$ cat config.mk
export PLATFORM = sky130hd
export DESIGN_NAME = ipw_watchdog
export DESIGN_NICKNAME = d
export VERILOG_FILES = /design/src/design/ipw_pkg.sv /design/src/design/ipw_prescaler.sv /design/src/design/ipw_watchdog.sv
export SDC_FILE = /design/constraint.sdc
export NUM_CORES = 1
export LEC_CHECK = 0
export BUFFER_PORTS_ARGS = -buffer_cell sky130_fd_sc_hd__buf_2
export CAP_MARGIN = 20
export CORE_ASPECT_RATIO = 1.2
export CORE_UTILIZATION = 25
export CTS_BUF_LIST = sky130_fd_sc_hd__clkbuf_8
export CTS_CLUSTER_SIZE = 12
export DETAILED_ROUTE_END_ITERATION = 16
export HOLD_SLACK_MARGIN = 0.12
export SKIP_CTS_REPAIR_TIMING = 1
export SYNTH_ARGS = -nofsm -noshare
export SYNTH_HDL_FRONTEND = slang
export SYNTH_SLANG_ARGS = --single-unit
export TNS_END_PERCENT = 5
$ cat constraint.sdc
create_clock -name CLK_I -period 3.5 [get_ports CLK_I]
set_input_delay 0.875 -clock CLK_I [delete_from_list [all_inputs] [get_ports CLK_I]]
set_output_delay 0.875 -clock CLK_I [all_outputs]
set_load 0.01 [all_outputs]
$ cat src/design/ipw_pkg.sv
// ==========================================================================
// Shared constants of the indexed port watchdog
package ipw_pkg;

  // ========================================================================
  // I/O port addresses
  localparam logic [15:0] IDX_PORT     = 16'h002E;  // Index (address) port
  localparam logic [15:0] DAT_PORT     = 16'h002F;  // Data port

  // ========================================================================
  // Key values written to the index port
  localparam logic [7:0]  KEY_UNLOCK   = 8'h87;     // Written twice to open
  localparam logic [7:0]  KEY_LOCK     = 8'hAA;     // Closes the space

  // ========================================================================
  // Register indices
  localparam logic [7:0]  REG_BANK     = 8'h07;     // Function bank select
  localparam logic [7:0]  REG_ENABLE   = 8'h30;     // Watchdog enable
  localparam logic [7:0]  REG_UNIT     = 8'hF5;     // Unit configuration
  localparam logic [7:0]  REG_COUNT    = 8'hF6;     // Count value
  localparam logic [7:0]  REG_CTRL     = 8'hF7;     // Control and status

  // ========================================================================
  // Field values and positions
  localparam logic [7:0]  BANK_WDT     = 8'h08;     // Watchdog bank code
  localparam logic [7:0]  ENABLE_ON    = 8'h01;     // Enable value
  localparam int          UNIT_MIN_BIT = 3;         // Minutes when set
  localparam int          FAST_BIT     = 4;         // Thousand times faster
  localparam int          KBD_EN_BIT   = 6;         // Keyboard restarts count
  localparam int          FORCE_BIT    = 5;         // Force timeout, self clear
  localparam int          STATUS_BIT   = 4;         // Timed out

  // ========================================================================
  // Values after reset
  localparam logic [7:0]  BANK_RST     = 8'h00;
  localparam logic [7:0]  ENABLE_RST   = 8'h00;
  localparam logic [7:0]  COUNT_RST    = 8'h00;
  localparam logic [7:0]  INDEX_RST    = 8'h00;
  localparam logic [7:0]  RDATA_IDLE   = 8'hFF;     // Read of a closed space

  // ========================================================================
  // Timing
  localparam int unsigned CLK_PERIOD_NS = 10;
  localparam int unsigned MS_TIME_NS    = 1000000;
  localparam int unsigned MS_CYCLES     = MS_TIME_NS / CLK_PERIOD_NS;
  localparam int unsigned MS_PER_SEC    = 1000;
  localparam int unsigned SEC_PER_MIN   = 60;
  localparam int unsigned MS_PER_FMIN   = 60;       // 1/1000 minute = 60 ms

  // ========================================================================
  // Configuration key states
  typedef enum logic [1:0] {
    ST_LOCKED = 2'b00,
    ST_HALF   = 2'b01,
    ST_OPEN   = 2'b10
  } ipw_key_t;

endpackage : ipw_pkg

$ cat src/design/ipw_prescaler.sv
`timescale 1ns/1ns
// ==========================================================================
// Tick prescaler: ms, 60 ms, second and minute pulses
module ipw_prescaler #(
  parameter int unsigned MS_CYCLES   = ipw_pkg::MS_CYCLES,
  parameter int unsigned MS_PER_SEC  = ipw_pkg::MS_PER_SEC,
  parameter int unsigned SEC_PER_MIN = ipw_pkg::SEC_PER_MIN,
  parameter int unsigned MS_PER_FMIN = ipw_pkg::MS_PER_FMIN
) (
  // Clock and control
  input  wire logic CLK_I,
  input  wire logic RST_I,
  input  wire logic ce_i,
  input  wire logic restart_i,
  // Tick pulses
  output logic      ms_tick_o,
  output logic      fmin_tick_o,
  output logic      sec_tick_o,
  output logic      min_tick_o
);

  localparam int MSW = (MS_CYCLES > 1) ? $clog2(MS_CYCLES) : 1;
  localparam int SCW = $clog2(MS_PER_SEC);
  localparam int MNW = $clog2(SEC_PER_MIN);
  localparam int FMW = $clog2(MS_PER_FMIN);

  // ========================================================================
  // State
  typedef struct packed {
    logic [MSW-1:0] ms_cnt;     // Cycles within a millisecond
    logic [SCW-1:0] sec_ms;     // Milliseconds within a second
    logic [FMW-1:0] fmin_ms;    // Milliseconds within a fast minute
    logic [MNW-1:0] min_sec;    // Seconds within a minute
    logic           ms_tick;
    logic           fmin_tick;
    logic           sec_tick;
    logic           min_tick;
  } ipw_pre_t;

  ipw_pre_t q;
  ipw_pre_t next_q;

  // ========================================================================
  // Chained counters; a restart realigns every phase to zero
  always_comb begin
    next_q           = q;
    next_q.ms_tick   = 1'b0;
    next_q.fmin_tick = 1'b0;
    next_q.sec_tick  = 1'b0;
    next_q.min_tick  = 1'b0;
    if (restart_i) begin
      // Full unit from the reload, never a partial first period
      next_q.ms_cnt  = '0;
      next_q.sec_ms  = '0;
      next_q.fmin_ms = '0;
      next_q.min_sec = '0;
    end else if (q.ms_cnt == MSW'(MS_CYCLES - 1)) begin  // see [RL15]
      next_q.ms_cnt  = '0;
      next_q.ms_tick = 1'b1;
      // Fast minute
      if (q.fmin_ms == FMW'(MS_PER_FMIN - 1)) begin
        next_q.fmin_ms   = '0;
        next_q.fmin_tick = 1'b1;
      end else begin
        next_q.fmin_ms = q.fmin_ms + FMW'(1);
      end
      // Second, and minute on top of it
      if (q.sec_ms == SCW'(MS_PER_SEC - 1)) begin
        next_q.sec_ms   = '0;
        next_q.sec_tick = 1'b1;
        if (q.min_sec == MNW'(SEC_PER_MIN - 1)) begin
          next_q.min_sec  = '0;
          next_q.min_tick = 1'b1;
        end else begin
          next_q.min_sec = q.min_sec + MNW'(1);
        end
      end else begin
        next_q.sec_ms = q.sec_ms + SCW'(1);
      end
    end else begin
      next_q.ms_cnt = q.ms_cnt + MSW'(1);
    end
  end

  // ========================================================================
  // Register; clock enable freezes everything
  always_ff @(posedge CLK_I) begin
    if (RST_I) begin
      q <= '0;
    end else if (ce_i) begin
      q <= next_q;
    end
  end

  assign ms_tick_o   = q.ms_tick;
  assign fmin_tick_o = q.fmin_tick;
  assign sec_tick_o  = q.sec_tick;
  assign min_tick_o  = q.min_tick;

endmodule : ipw_prescaler

$ cat src/design/ipw_watchdog.sv
`timescale 1ns/1ns
// ==========================================================================
// Watchdog timer behind an index/data I/O port pair
//
// Notes on behaviour
// [RL1] Registers reached by index port, then data port
// [RL2] Unlock key twice in a row opens space
// [RL3] Lock key closes space to data accesses
// [RL4] Watchdog bank code routes accesses to watchdog
// [RL5] Runs only when enabled; disabled after reset
// [RL6] Unit bit: clear seconds, set minutes
// [RL7] Fast bit shrinks unit by one thousand
// [RL8] Zero count stops timer; resets to zero
// [RL9] Nonzero count: units before timeout asserts
// [RL10] Count write reloads and restarts timer
// [RL11] Keyboard strobe restarts count when enabled
// [RL12] Force bit asserts timeout, reads back zero; code forces only while enable holds ENABLE_ON
// [RL13] Status bit reads one after expiry
// [RL14] Software must restart before period expires
// [RL15] Prescaler ticks from clock; one decrement each
module ipw_watchdog #(
  parameter int unsigned MS_CYCLES = ipw_pkg::MS_CYCLES  // Cycles per millisecond
) (
  // Clock, reset, enable
  input  wire logic        CLK_I,
  input  wire logic        RST_I,
  input  wire logic        CE_I,
  // Host I/O cycles
  input  wire logic [15:0] IO_ADDR_I,
  input  wire logic        IO_WR_I,
  input  wire logic        IO_RD_I,
  input  wire logic [7:0]  IO_WDATA_I,
  output logic      [7:0]  IO_RDATA_O,
  // Keyboard activity
  input  wire logic        KBD_STROBE_I,
  // Watchdog results
  output logic             WDT_TIMEOUT_O,
  output logic             WDT_COUNTING_O
);

  // ========================================================================
  // State
  typedef struct packed {
    ipw_pkg::ipw_key_t key;        // Configuration lock state
    logic [7:0]        index;      // Selected register
    logic [7:0]        bank;       // Function bank
    logic [7:0]        enable;     // Enable register
    logic              unit_min;   // Minutes unit
    logic              fast;       // Thousand times faster
    logic [7:0]        count;      // Programmed count
    logic [7:0]        remaining;  // Units left
    logic              kbd_en;     // Keyboard restarts count
    logic              expired;    // Timed out
    logic [7:0]        rdata;      // Read data
  } ipw_state_t;

  localparam ipw_state_t STATE_RST = '{
    key:       ipw_pkg::ST_LOCKED,
    index:     ipw_pkg::INDEX_RST,
    bank:      ipw_pkg::BANK_RST,
    enable:    ipw_pkg::ENABLE_RST,
    unit_min:  1'b0,
    fast:      1'b0,
    count:     ipw_pkg::COUNT_RST,
    remaining: ipw_pkg::COUNT_RST,
    kbd_en:    1'b0,
    expired:   1'b0,
    rdata:     ipw_pkg::RDATA_IDLE
  };

  ipw_state_t q;
  ipw_state_t next_q;

  // Prescaler handshake
  logic restart;     // Realign prescaler phase
  logic ms_tick;     // Fast seconds unit
  logic fmin_tick;   // Fast minutes unit
  logic sec_tick;    // Seconds unit
  logic min_tick;    // Minutes unit

  // ========================================================================
  // Tick source
  ipw_prescaler #(
    .MS_CYCLES   (MS_CYCLES),
    .MS_PER_SEC  (ipw_pkg::MS_PER_SEC),
    .SEC_PER_MIN (ipw_pkg::SEC_PER_MIN),
    .MS_PER_FMIN (ipw_pkg::MS_PER_FMIN)
  ) u_prescaler (
    .CLK_I       (CLK_I),
    .RST_I       (RST_I),
    .ce_i        (CE_I),
    .restart_i   (restart),
    .ms_tick_o   (ms_tick),
    .fmin_tick_o (fmin_tick),
    .sec_tick_o  (sec_tick),
    .min_tick_o  (min_tick)
  );

  // ========================================================================
  // Read multiplexer for the data port
  function automatic logic [7:0] read_reg(input ipw_state_t s);
    logic [7:0] v;
    v = 8'h00;
    if (s.index == ipw_pkg::REG_BANK) begin
      v = s.bank;
    end else if (s.bank == ipw_pkg::BANK_WDT) begin  // see [RL4]
      case (s.index)
        ipw_pkg::REG_ENABLE: v = s.enable;
        ipw_pkg::REG_UNIT: begin
          v[ipw_pkg::UNIT_MIN_BIT] = s.unit_min;
          v[ipw_pkg::FAST_BIT]     = s.fast;
        end
        ipw_pkg::REG_COUNT: v = s.count;
        ipw_pkg::REG_CTRL: begin
          v[ipw_pkg::KBD_EN_BIT] = s.kbd_en;
          // Force bit always reads zero
          v[ipw_pkg::STATUS_BIT] = s.expired;  // see [RL13]
        end
        default: v = 8'h00;
      endcase
    end
    return v;
  endfunction : read_reg

  // ========================================================================
  // Port decode, key sequence, registers and countdown
  always_comb begin
    logic idx_wr;       // Write to index port
    logic dat_wr;       // Write to data port
    logic idx_rd;       // Read of index port
    logic dat_rd;       // Read of data port
    logic is_open;      // Configuration space open
    logic wdt_sel;      // Watchdog bank selected
    logic reload;       // Count write
    logic kbd_reload;   // Keyboard restart
    logic force_to;     // Forced timeout
    logic tick;         // Selected unit tick
    logic running;      // Countdown may advance
    idx_wr     = 1'b0;
    dat_wr     = 1'b0;
    idx_rd     = 1'b0;
    dat_rd     = 1'b0;
    is_open    = 1'b0;
    wdt_sel    = 1'b0;
    reload     = 1'b0;
    kbd_reload = 1'b0;
    force_to   = 1'b0;
    tick       = 1'b0;
    running    = 1'b0;
    next_q     = q;

    idx_wr  = IO_WR_I && (IO_ADDR_I == ipw_pkg::IDX_PORT);  // see [RL1]
    dat_wr  = IO_WR_I && (IO_ADDR_I == ipw_pkg::DAT_PORT);
    idx_rd  = IO_RD_I && (IO_ADDR_I == ipw_pkg::IDX_PORT);
    dat_rd  = IO_RD_I && (IO_ADDR_I == ipw_pkg::DAT_PORT);
    is_open = (q.key == ipw_pkg::ST_OPEN);
    wdt_sel = (q.bank == ipw_pkg::BANK_WDT);

    // Key sequence on index port writes
    if (idx_wr) begin
      case (q.key)
        ipw_pkg::ST_LOCKED: begin
          if (IO_WDATA_I == ipw_pkg::KEY_UNLOCK) begin
            next_q.key = ipw_pkg::ST_HALF;
          end
        end
        ipw_pkg::ST_HALF: begin
          // Any other value breaks the pair
          if (IO_WDATA_I == ipw_pkg::KEY_UNLOCK) begin
            next_q.key = ipw_pkg::ST_OPEN;  // see [RL2]
          end else begin
            next_q.key = ipw_pkg::ST_LOCKED;
          end
        end
        ipw_pkg::ST_OPEN: begin
          if (IO_WDATA_I == ipw_pkg::KEY_LOCK) begin
            next_q.key = ipw_pkg::ST_LOCKED;  // see [RL3]
          end else begin
            next_q.index = IO_WDATA_I;  // see [RL1]
          end
        end
        default: next_q.key = ipw_pkg::ST_LOCKED;
      endcase
    end

    // Data port writes reach registers only while open
    if (dat_wr && is_open) begin  // see [RL3]
      if (q.index == ipw_pkg::REG_BANK) begin
        next_q.bank = IO_WDATA_I;  // see [RL4]
      end else if (wdt_sel) begin  // see [RL4]
        case (q.index)
          ipw_pkg::REG_ENABLE: next_q.enable = IO_WDATA_I;
          ipw_pkg::REG_UNIT: begin
            next_q.unit_min = IO_WDATA_I[ipw_pkg::UNIT_MIN_BIT];  // see [RL6]
            next_q.fast     = IO_WDATA_I[ipw_pkg::FAST_BIT];      // see [RL7]
          end
          ipw_pkg::REG_COUNT: begin
            next_q.count     = IO_WDATA_I;
            next_q.remaining = IO_WDATA_I;  // see [RL10]
            reload           = 1'b1;
          end
          ipw_pkg::REG_CTRL: begin
            next_q.kbd_en = IO_WDATA_I[ipw_pkg::KBD_EN_BIT];  // see [RL11]
            force_to      = IO_WDATA_I[ipw_pkg::FORCE_BIT];   // see [RL12]
          end
          default: next_q.enable = q.enable;  // Unmapped index ignored
        endcase
      end
    end

    // Keyboard activity restarts from the programmed count
    if (KBD_STROBE_I && q.kbd_en && !reload) begin
      next_q.remaining = q.count;  // see [RL11]
      kbd_reload       = 1'b1;
    end
    restart = reload || kbd_reload;

    // A restart clears the old timeout before any new set below
    if (restart) begin
      next_q.expired = 1'b0;
    end

    // Unit selection
    case ({q.unit_min, q.fast})
      2'b00:   tick = sec_tick;   // see [RL6]
      2'b10:   tick = min_tick;   // see [RL6]
      2'b01:   tick = ms_tick;    // see [RL7]
      2'b11:   tick = fmin_tick;  // see [RL7]
      default: tick = 1'b0;
    endcase

    // Zero count holds the timer stopped; a restart keeps its reload value
    running = (q.enable == ipw_pkg::ENABLE_ON)   // see [RL5]
              && (q.remaining != 8'h00);         // see [RL8]
    if (running && tick) begin
      if (!restart) begin
        next_q.remaining = q.remaining - 8'h01;  // see [RL15]
      end
      // Expiry in a restart cycle still sets the flag: set wins
      if (q.remaining == 8'h01) begin
        next_q.expired = 1'b1;  // see [RL9]
      end
    end

    // Forced timeout needs the function enabled; set wins over restart
    if (force_to && (q.enable == ipw_pkg::ENABLE_ON)) begin
      next_q.expired = 1'b1;  // see [RL12]
    end

    // Registered read data
    if (dat_rd) begin
      next_q.rdata = is_open ? read_reg(q) : ipw_pkg::RDATA_IDLE;
    end else if (idx_rd) begin
      next_q.rdata = is_open ? q.index : ipw_pkg::RDATA_IDLE;
    end
  end

  // ========================================================================
  // State register; clock enable freezes all state
  always_ff @(posedge CLK_I) begin
    if (RST_I) begin
      q <= STATE_RST;  // see [RL5] [RL8] [RL11]
    end else if (CE_I) begin
      q <= next_q;
    end
  end

  // ========================================================================
  // Outputs
  assign IO_RDATA_O     = q.rdata;
  assign WDT_TIMEOUT_O  = q.expired;
  assign WDT_COUNTING_O = (q.enable == ipw_pkg::ENABLE_ON) && (q.remaining != 8'h00);

endmodule : ipw_watchdog

# After elaboration in Yosys (flattened, before gate mapping)
# Cells that the tools add are included.
[classes]
addsub = 5
eq_ne = 23
muxes = 49
n_bitwise = 2
n_reduce_logical = 28
[op_table]
columns = ["op", "n"]
rows = [
  ["two-way mux 8 bit", 10],
  ["== test 8 bit, second input constant", 5],
  ["two-way mux 39 bit", 1],
  ["== test 16 x 6 -> 1 bit, second input constant", 2],
  ["two-way mux 9 bit", 3],
  ["two-way mux 26 bit", 1],
  ["AND reduction 5 bit", 4],
  ["two-way mux 6 bit", 3],
  ["adder 17 x 1 -> 17 bit, second input constant", 1],
  ["== test 17 bit, second input constant", 1],
  ["two-way mux 17 bit", 1],
  ["== test 8 x 1 -> 1 bit, second input constant", 2],
  ["two-way mux 1 bit", 16],
  ["adder 6 x 1 -> 6 bit, second input constant", 2],
  ["== test 6 bit, second input constant", 2],
  ["adder 10 x 1 -> 10 bit, second input constant", 1],
  ["== test 10 bit, second input constant", 1],
  ["logical AND 1 bit", 10],
  ["two-way mux 10 bit", 1],
  ["== test 8 x 3 -> 1 bit, second input constant", 1],
  ["== test 8 x 4 -> 1 bit, second input constant", 1],
  ["== test 8 x 6 -> 1 bit, second input constant", 1],
  ["two-way mux 2 bit", 4],
  ["case mux 1 bit (4 select lines)", 2],
  ["19 further kinds", 31],
]
[word_totals]
register_bits = 97
input_bits = 30
elab_cells = 126

# Depth between registers and ports, before layout
# Gate-level depths: netlist (run 1).
[depth]
depth_word = 13
ltp_mapped = 9

# Hierarchy
# A second synthesis (run 1) with hierarchy kept.
[hier_totals]
hier_cells = 621
hier_area_um2 = 5231.3
[by_module_without_submodules]
columns = ["module", "n_inst", "cells_per_inst", "area_per_inst_um2"]
rows = [
  ["ipw_watchdog", 1, 366, 3156.8],
  ["ipw_prescaler", 1, 255, 2074.5],
]

# Least setup slack after synthesis (run 1)
# Ideal clock, no wire load.
[synth_path]
kind = "input-to-reg"
startpoint = "input port IO_ADDR_I[4]"
endpoint = "register u_prescaler.q[25] (netlist name)"
setup_time_ps = 117
arrival_time_ps = 2418
setup_slack_ps = 965
path_stages = 6
path_buffers = 1
cell_sequence = "nor4_2 nand4_1 nor4_2 o41ai_2 buf_2 a22o_1"
[synth_via]
elab_chain_cells = 10
[synth_rtl]
columns = ["element", "line", "source"]
rows = [
  ["start, declared", "ipw_watchdog.sv:29", "input wire logic [15:0] IO_ADDR_I,"],
  ["== test 16 x 6 -> 1 bit (*)", "ipw_watchdog.sv:153", "dat_wr = IO_WR_I && (IO_ADDR_I == ipw_pkg::DAT_PORT);"],
  ["logical AND 1 bit (*)", "ipw_watchdog.sv:153", ""],
  ["logical AND 1 bit (*)", "ipw_watchdog.sv:187", "if (dat_wr && is_open) begin"],
  ["two-way mux 1 bit (*)", "ipw_watchdog.sv:187", ""],
  ["zero test 1 bit", "ipw_watchdog.sv:212", "if (KBD_STROBE_I && q.kbd_en && !reload) begin"],
  ["logical AND 1 bit", "ipw_watchdog.sv:212", ""],
  ["two-way mux 1 bit", "ipw_watchdog.sv:212", ""],
  ["logical OR 1 bit (*)", "ipw_watchdog.sv:216", "restart = reload || kbd_reload;"],
  ["nonzero test 2 bit (no source line)", "-", ""],
  ["AND reduction 2 bit (no source line)", "-", ""],
  ["end signal, assigned", "ipw_prescaler.sv:91", "q <= next_q;"],
  ["end, declared", "ipw_prescaler.sv:40", "ipw_pre_t q;"],
]
# Every way passes the cells marked *; elsewhere a longest branch is shown, timed or not.
# A chain may end at the register's enable or synchronous reset.

# Worst setup path in the final report (run 1)
[layout_path]
startpoint = "register q[12] (netlist name)"
endpoint = "output port WDT_COUNTING_O"
[layout_via]
elab_chain_cells = 2
[layout_rtl]
columns = ["element", "line", "source"]
rows = [
  ["start, declared", "ipw_watchdog.sv:71", "ipw_state_t q;"],
  ["start signal, assigned", "ipw_watchdog.sv:264", "q <= next_q;"],
  ["nonzero test 8 bit", "ipw_watchdog.sv:272", "assign WDT_COUNTING_O = (q.enable == ipw_pkg::ENABLE_ON) && (q.remaining != 8'h00);"],
  ["logical AND 1 bit", "ipw_watchdog.sv:272", ""],
  ["end, declared", "ipw_watchdog.sv:38", "output logic WDT_COUNTING_O"],
]
# Every way passes these cells.

==> metrics.md, run 1 <==
| Metric | Value |
|---|---|
| Wire length per cell | between 15 and 20 um |
| Area Growth Syn to Fin | 11.9% |
| Share of the synthesized area in the top cell type | 0.374 |
| H-Tree Depth | 3 |
| VDD IR max | between 150 and 200 uV |
| Non-Filler Instances | 917 |
| Drt pass-1 iters | 4 |
| Worst-Skew Late Latency | about 390 ps |
| Worst Max-Slew Pin Slew | slightly above 800 ps |
| CTS sink count | a little under 100 |
| Final Hold Fails | 0 |
| Crit Path Class | reg2out |
| Synthesized area | around 5200 um2 |
| Yosys reg bits | 97 |
| Drt first-iter violations | 340 |
| Crit path capture type | primary output |
| Leading area contributor after synthesis | dfxtp_1 |
| Worst hold stages | 1 |
| Share of cells above drive strength 1 | 0.144 |
| Nets | approximately 680 |
| Post-synthesis cell count | roughly 630 |
| GRT Total Usage | 0.132 |
| Crit path max fanout | 7 |
| HP Class | reg2reg |
| Synthesized area per cell | about 8.3 um2 |
| Largest net degree at the start of global routing | 43 |
| Clock Tree Root | clkbuf_8 |
| Synth Flop Type | dfxtp_1 |
| Die Span X | 134 um |
| Final instance area | just under 6000 um2 |
| Routed wire length | approximately 14,000 um |
| Count of pins over their slew limit | 0 |
| Final setup vio count | 0 |
| Slew headroom | 0.455 |
| Unrepaired setup endpoints after global routing | false |
| Number of global-route vias before repair | approximately 4.4k |
| YS warnings | 0 |
| Util after Layout | 0.286 |
| # Max-Cap Violations | 0 |
| Total gr overflow | 0 |
| PwrDens | between 300 and 400 nW/um2 |
| CP required | 2620 ps |
| Initial Utilization | 0.256 |
| Top cells by area, synth | dfxtp_1 (37%), mux2i_1 (7.3%), nor2_1 (5.4%), nand2_1 (3.9%), a21oi_1 (3.4%) |
| Synthesized Nets | 662 |
| Num rows | 57 |
| Post-synthesis sequential area ratio | 0.374 |
| Clk buf depth | 2 |
| Remaining routing DRC violations | 0 |
| Vias | ~4.7k |
| Post-synth EDFFs | 0 |
| Routed Antenna Nets | 0 |
| Reg2reg path depth | 7 |
| IO Pins | 40 |
| Core box area | 20,300 um2 |
| Status | complete, no violations |
| Pleak | 0.00211 uW |
| TNS Setup | 0 ps |
| HPWL after DPL | just under 10,000 um |
| First-pass GRT wire length | between 20,000 and 25,000 um |
| Via/cell ratio | roughly 5.1 |
| Placer Congestion | approximately 0.87 |
| Antenna violations before repair | 1 |
| CTS buffer count | 9 |
| Async S/R FF share, synth | 0 |
| Tcrit/Tclk final | 0.809 |
| Max Clk Rate | roughly 350 MHz |
| Max Clock Skew | around 22 ps |
| WP data arrival | 1960 ps |
| Minimum clock period | ~2800 ps |
| # port buffers | 39 |
| Die area | 21,400 um2 |
| Worst setup SP type | flop |
| Die height | between 150 and 200 um |
| CTS tree | done |
| DP Area | roughly 5600 um2 |
| Reg clk slew, reported paths | approximately 100 ps |
| Placed Cells | 900 |
| Netlist cell types | 78 |
| Power, Total | roughly 2000 uW |
[layout by cell type (no fill, tap or decap), drive strengths merged, types with 10 or more instances in the layout]
| cell | n |
|---|---|
| dfxtp | 97 |
| nor2 | 76 |
| nand2 | 55 |
| buf | 51 |
| mux2i | 38 |
| a21oi | 35 |
| nand3 | 33 |
| o21ai | 27 |
| inv | 20 |
| nor3 | 18 |
| nand4 | 18 |
| clkbuf | 10 |
| and3 | 10 |
| nor4 | 10 |
[report_power, final]
group	leakage [uW]	switching (uW)	internal, uW	total [uW]
Clock	0.0000942	455	294	749
Sequential	0.000783	9.49	1110	1120
Combinational	0.00123	82.7	48.2	131
Total	0.00211	547	1450	2000
[layout make-up]
| type | instances | area (um2) |
|---|---|---|
| diodes | 1 | 2.50 |
| fillers | 2172 | 14500 |
| clock inverters | 6 | 60.1 |
| repair buffers | 51 | 285 |
| clock buffers | 10 | 138 |
| multi-input cells | 470 | 2990 |
| flip-flops and latches | 97 | 1940 |
| well taps | 265 | 332 |
| inverters | 17 | 63.8 |
[metrics by stage]
stage	setup WS [ps]	hold WS, ps
after detailed placement	476	454
after global routing	539	502
final	667	469
after CTS	700	470
after global placement	498	449
after floorplan	965	439
[cells in the mapped netlist (3+ instances only)]
cell type and count:
buf_1 3, o22ai_1 8, a21o_1 3, clkbuf_1 20, nand4_1 17, and3_1 9, nor3_1 18, and2_1 8
xor2_1 9, nor4_1 8, o21ai_0 26, and4_1 4, or2_2 4, nor2b_1 5, inv_1 17, xnor2_1 8
nand2b_1 7, buf_2 9, a32o_1 3, nor2_1 75, buf_4 8, dfxtp_1 97, a31oi_1 9, a21oi_1 35
mux2i_1 38, ha_1 7, nand2_1 54, a22oi_1 3, a22o_1 8, nand3_1 32, o41ai_1 3, nor4b_1 5
or3_1 7
[state kept, by name (all words and copies together) (netlist names)]
register and count:
IO_RDATA_O 8, WDT_TIMEOUT_O 1, q 45, u_prescaler.fmin_tick_o 1, u_prescaler.min_tick_o 1, u_prescaler.ms_tick_o 1, u_prescaler.q 39, u_prescaler.sec_tick_o 1
[worst paths after layout]
path | end | slack [ps] | from
worst max register to register | u_prescaler.q[24] | 1020 | u_prescaler.q[26]
worst min register to register | u_prescaler.q[24] | 470 | u_prescaler.q[24]
worst max-delay path | WDT_COUNTING_O | 670 | q[12]
worst min-delay path | u_prescaler.q[24] | 470 | u_prescaler.q[24]
[critical path, cell delays in order (launching register included)]
cell	delay, ps
dfxtp_1	400
nor4_1	630
and3_1	310
nor2_1	90
buf_2	140
[layer usage]
layer | part of all wire | routed length (um) | vias up | global-route usage
met2 | 0.47 | 6470 | 126 | 0.213
met5 | 0 | 0 | - | 0
met1 | 0.46 | 6330 | 2243 | 0.168
met4 | 0.029 | 400 | 0 | 0.0687
li1 | - | - | 2319 | -
met3 | 0.042 | 584 | 22 | 0.0232
[kinds of logic after synthesis]
| kind of cell | count (synthesis) | synth area share |
|---|---|---|
| simple gates | 281 | 0.287 |
| compound gates | 124 | 0.160 |
| flops | 97 | 0.374 |
| buf+inv | 58 | 0.0513 |
| mux | 41 | 0.0819 |
| xor+xnor | 17 | 0.0287 |
| fa+ha+maj | 7 | 0.0169 |
(Power assumes the default switching activity.)
==> run 2: changes to the inputs <==
==> constraint.sdc (replaced) <==
create_clock -name CLK_I -period 2.45 [get_ports CLK_I]
set_input_delay 0.6125 -clock CLK_I [delete_from_list [all_inputs] [get_ports CLK_I]]
set_output_delay 0.6125 -clock CLK_I [all_outputs]
set_load 0.01 [all_outputs]
==> metrics.md, run 2 (synthesis results as in run 1) <==
| Metric | Value |
|---|---|
| WP data arrival | 1660 ps (-300 ps) |
| Final Hold Fails | 0 (unchanged) |
| Status | complete, no violations |
| Routed Antenna Nets | 0 (unchanged) |
| Max reg flops | 45 (unchanged) |
| ANT cells | 0 (-1) |
| CTS buffer count | 9 (unchanged) |
| Via/cell ratio | 5.00 (-2.7%) |
| Clk buf depth | 2 (unchanged) |
| R2R Path Start | u_prescaler.q[16] |
| GRT Total Usage | 0.142 (+0.00959) |
| CP required | 1840 ps (-780 ps) |
| Final setup vio count | 0 (unchanged) |
| Comb power frac | 0.079 (+0.014) |
| Pleak | 0.00246 uW (+17%) |
| Number of global-route vias before repair | 4,747 (+8.4%) |
| Crit path capture type | primary output |
| Reg clk slew, reported paths | 100 ps (about the same) |
| # Max-Cap Violations | 0 (unchanged) |
| Total gr overflow | 0 (unchanged) |
| Core box area | 20,300 um2 (unchanged) |
| Fillcell total | 2,213 (+1.9%) |
| PwrDens | 452 nW/um2 (+32%) |
| Largest net degree at the start of global routing | 43 (unchanged) |
| Share of cells above drive strength 1 | 0.224 (+0.0800) |
| Switch share | 0.271 (-0.00249) |
| Die height | 160 um (unchanged) |
| Reg2reg path depth | 8 (+1) |
| Tcrit/Tclk final | 0.927 |
| HPWL after DPL | 10,800 um (+8.7%) |
| Final worst slack | 178 ps (-489 ps) |
| First-pass GRT wire length | 24,200 um (+6.4%) |
| Unrepaired setup endpoints after global routing | false |
| Psw | 782 uW (+43%) |
| Reg-to-reg slack, setup | 240 ps (-780 ps) |
| Seq. cell area | 1940 um2 (unchanged) |
| Pre-CTS setup slack | -203 ps (-679 ps) |
| Worst Max-Slew Pin Slew | 664 ps (-153 ps) |
| Worst setup SP type | flop |
| Drt pass-1 iters | 4 (unchanged) |
| Initial Utilization | 0.256 (unchanged) |
| Wire length per cell | 15.1 um (+0.29%) |
| Biggest register | q |
| Highest cell delay on the worst timing path | 400 ps (-230 ps) |
| Minimum clock period | between 2000 and 2500 ps |
| Placer Congestion | 0.818 (-5.9%) |
| Count of pins over their slew limit | 0 (unchanged) |
| Slowest CP cell | dfxtp_1 |
| Max Clk Rate | 440 MHz |
| H-Tree Depth | 3 (unchanged) |
| Sequential Power Share | 0.553 (-0.007) |
| Worst-Skew Late Latency | 390 ps (about the same) |
| Critical Path End | WDT_COUNTING_O |
| Vias | 4,889 (+3.8%) |
| CTS sink count | 97 (unchanged) |
| Most frequent cells in the layout | dfxtp_1 (97), nor2_1 (75), buf_4 (69), nand2_1 (54), buf_2 (39) |
| Slew headroom | 0.556 (+0.101) |
| Clock share of power | 0.367 (-0.008) |
| Critical Path Source | q[12] |
| Num rows | 57 (unchanged) |
| Clock Tree Root | clkbuf_8 |
| CTS tree | done |
| Die area | 21,400 um2 (unchanged) |
| Drt first-iter violations | 361 (+6.2%) |
| Nets | 745 (+9.1%) |
| Hold_ws | 477 ps (+7.43 ps) |
| # port buffers | 39 (unchanged) |
| Most common cell after layout, fill and taps aside | dfxtp_1 |
| Die Span X | 134 um (unchanged) |
| VDD IR max | 229 uV (+30%) |
| Multi-input gate area | 3030 um2 (+1.1%) |
| IO Pins | 40 (unchanged) |
| Crit path max fanout | 7 (unchanged) |
| Pint | 2100 uW (+45%) |
| Cells along the critical path | nor4_1 > buf_4 > and3_1 > nor2_1 > buf_2 |
| Remaining routing DRC violations | 0 (unchanged) |
| Crit Path Class | reg2out |
| Reg-to-Reg End | u_prescaler.min_tick_o |
| Area Growth Syn to Fin | 22.7% |
| Antenna violations before repair | 0 (-1) |
| Max Clock Skew | 22.9 ps (+1.30 ps) |
| Routed wire length | 14,700 um (+7.0%) |
| HP Class | reg2reg |
-- run 2: changes by cell type in the layout (fill, tap and decap cells not counted), moves of 2 or more --
cell / previous run / this run
clkinv_4: 0 / 2
buf_12: 0 / 5
buf_4: 12 / 69
nor3_1: 18 / 16
nor3_2: 0 / 2
-- run 2: worst max-delay path: cells and delay by family, from the launching register on --
family	cells	cell delay, ps
DFF	1	400
buffers and inverters	2	320
and+or+nand+nor	3	560
-- run 2: routing by layer --
layer,GRT usage,routed length (um)
met1,0.174,6670
met2,0.243,7110
met3,0.0232,554
met4,0.0620,406
met5,0,0
-- run 2: power groups by stage --
stage	clock network [uW]	logic [uW]	registers, uW
final	1060	229	1600
after CTS	1080	227	1600
after detailed placement	0	226	1630
after global routing	1150	249	1600
after global placement	0	225	1630
after floorplan	0	109	1630
-- run 2: worst min-delay path by stage --
stage	start	endpoint	slack, ps	cells past startpoint
finish	u_prescaler.q[24]	u_prescaler.q[24]	480	1
global route	u_prescaler.q[24]	u_prescaler.q[24]	480	1
CTS	u_prescaler.q[24]	u_prescaler.q[24]	470	1
detailed placement	u_prescaler.q[24]	u_prescaler.q[24]	460	1
global placement	q[24]	q[24]	460	2
floorplan	u_prescaler.q[24]	u_prescaler.q[24]	440	1
-- run 2: cell type report --
| cell class | count | share of cell area |
|---|---|---|
| inverter | 17 | 0.0100 |
| timing repair buffer | 113 | 0.128 |
| clock buffer | 10 | 0.0216 |
| tap | 265 | 0.0520 |
| clock inverter | 6 | 0.00962 |
| multi-input combinational | 470 | 0.475 |
| sequential | 97 | 0.305 |
-- run 2: per-stage QoR --
stage          area, um2  total power [uW]  TNS (ps)  utilization  cells
2_1_floorplan       5190              1740         0            -    625
3_3_place_gp        6140              1860     -4490        0.302    961
3_5_place_dp        6140              1860     -1890        0.302    962
4_1_cts             6340              2910         0        0.312    978
5_1_grt             6380              2990         0        0.314    978
6_report            6380              2880         0        0.314    978
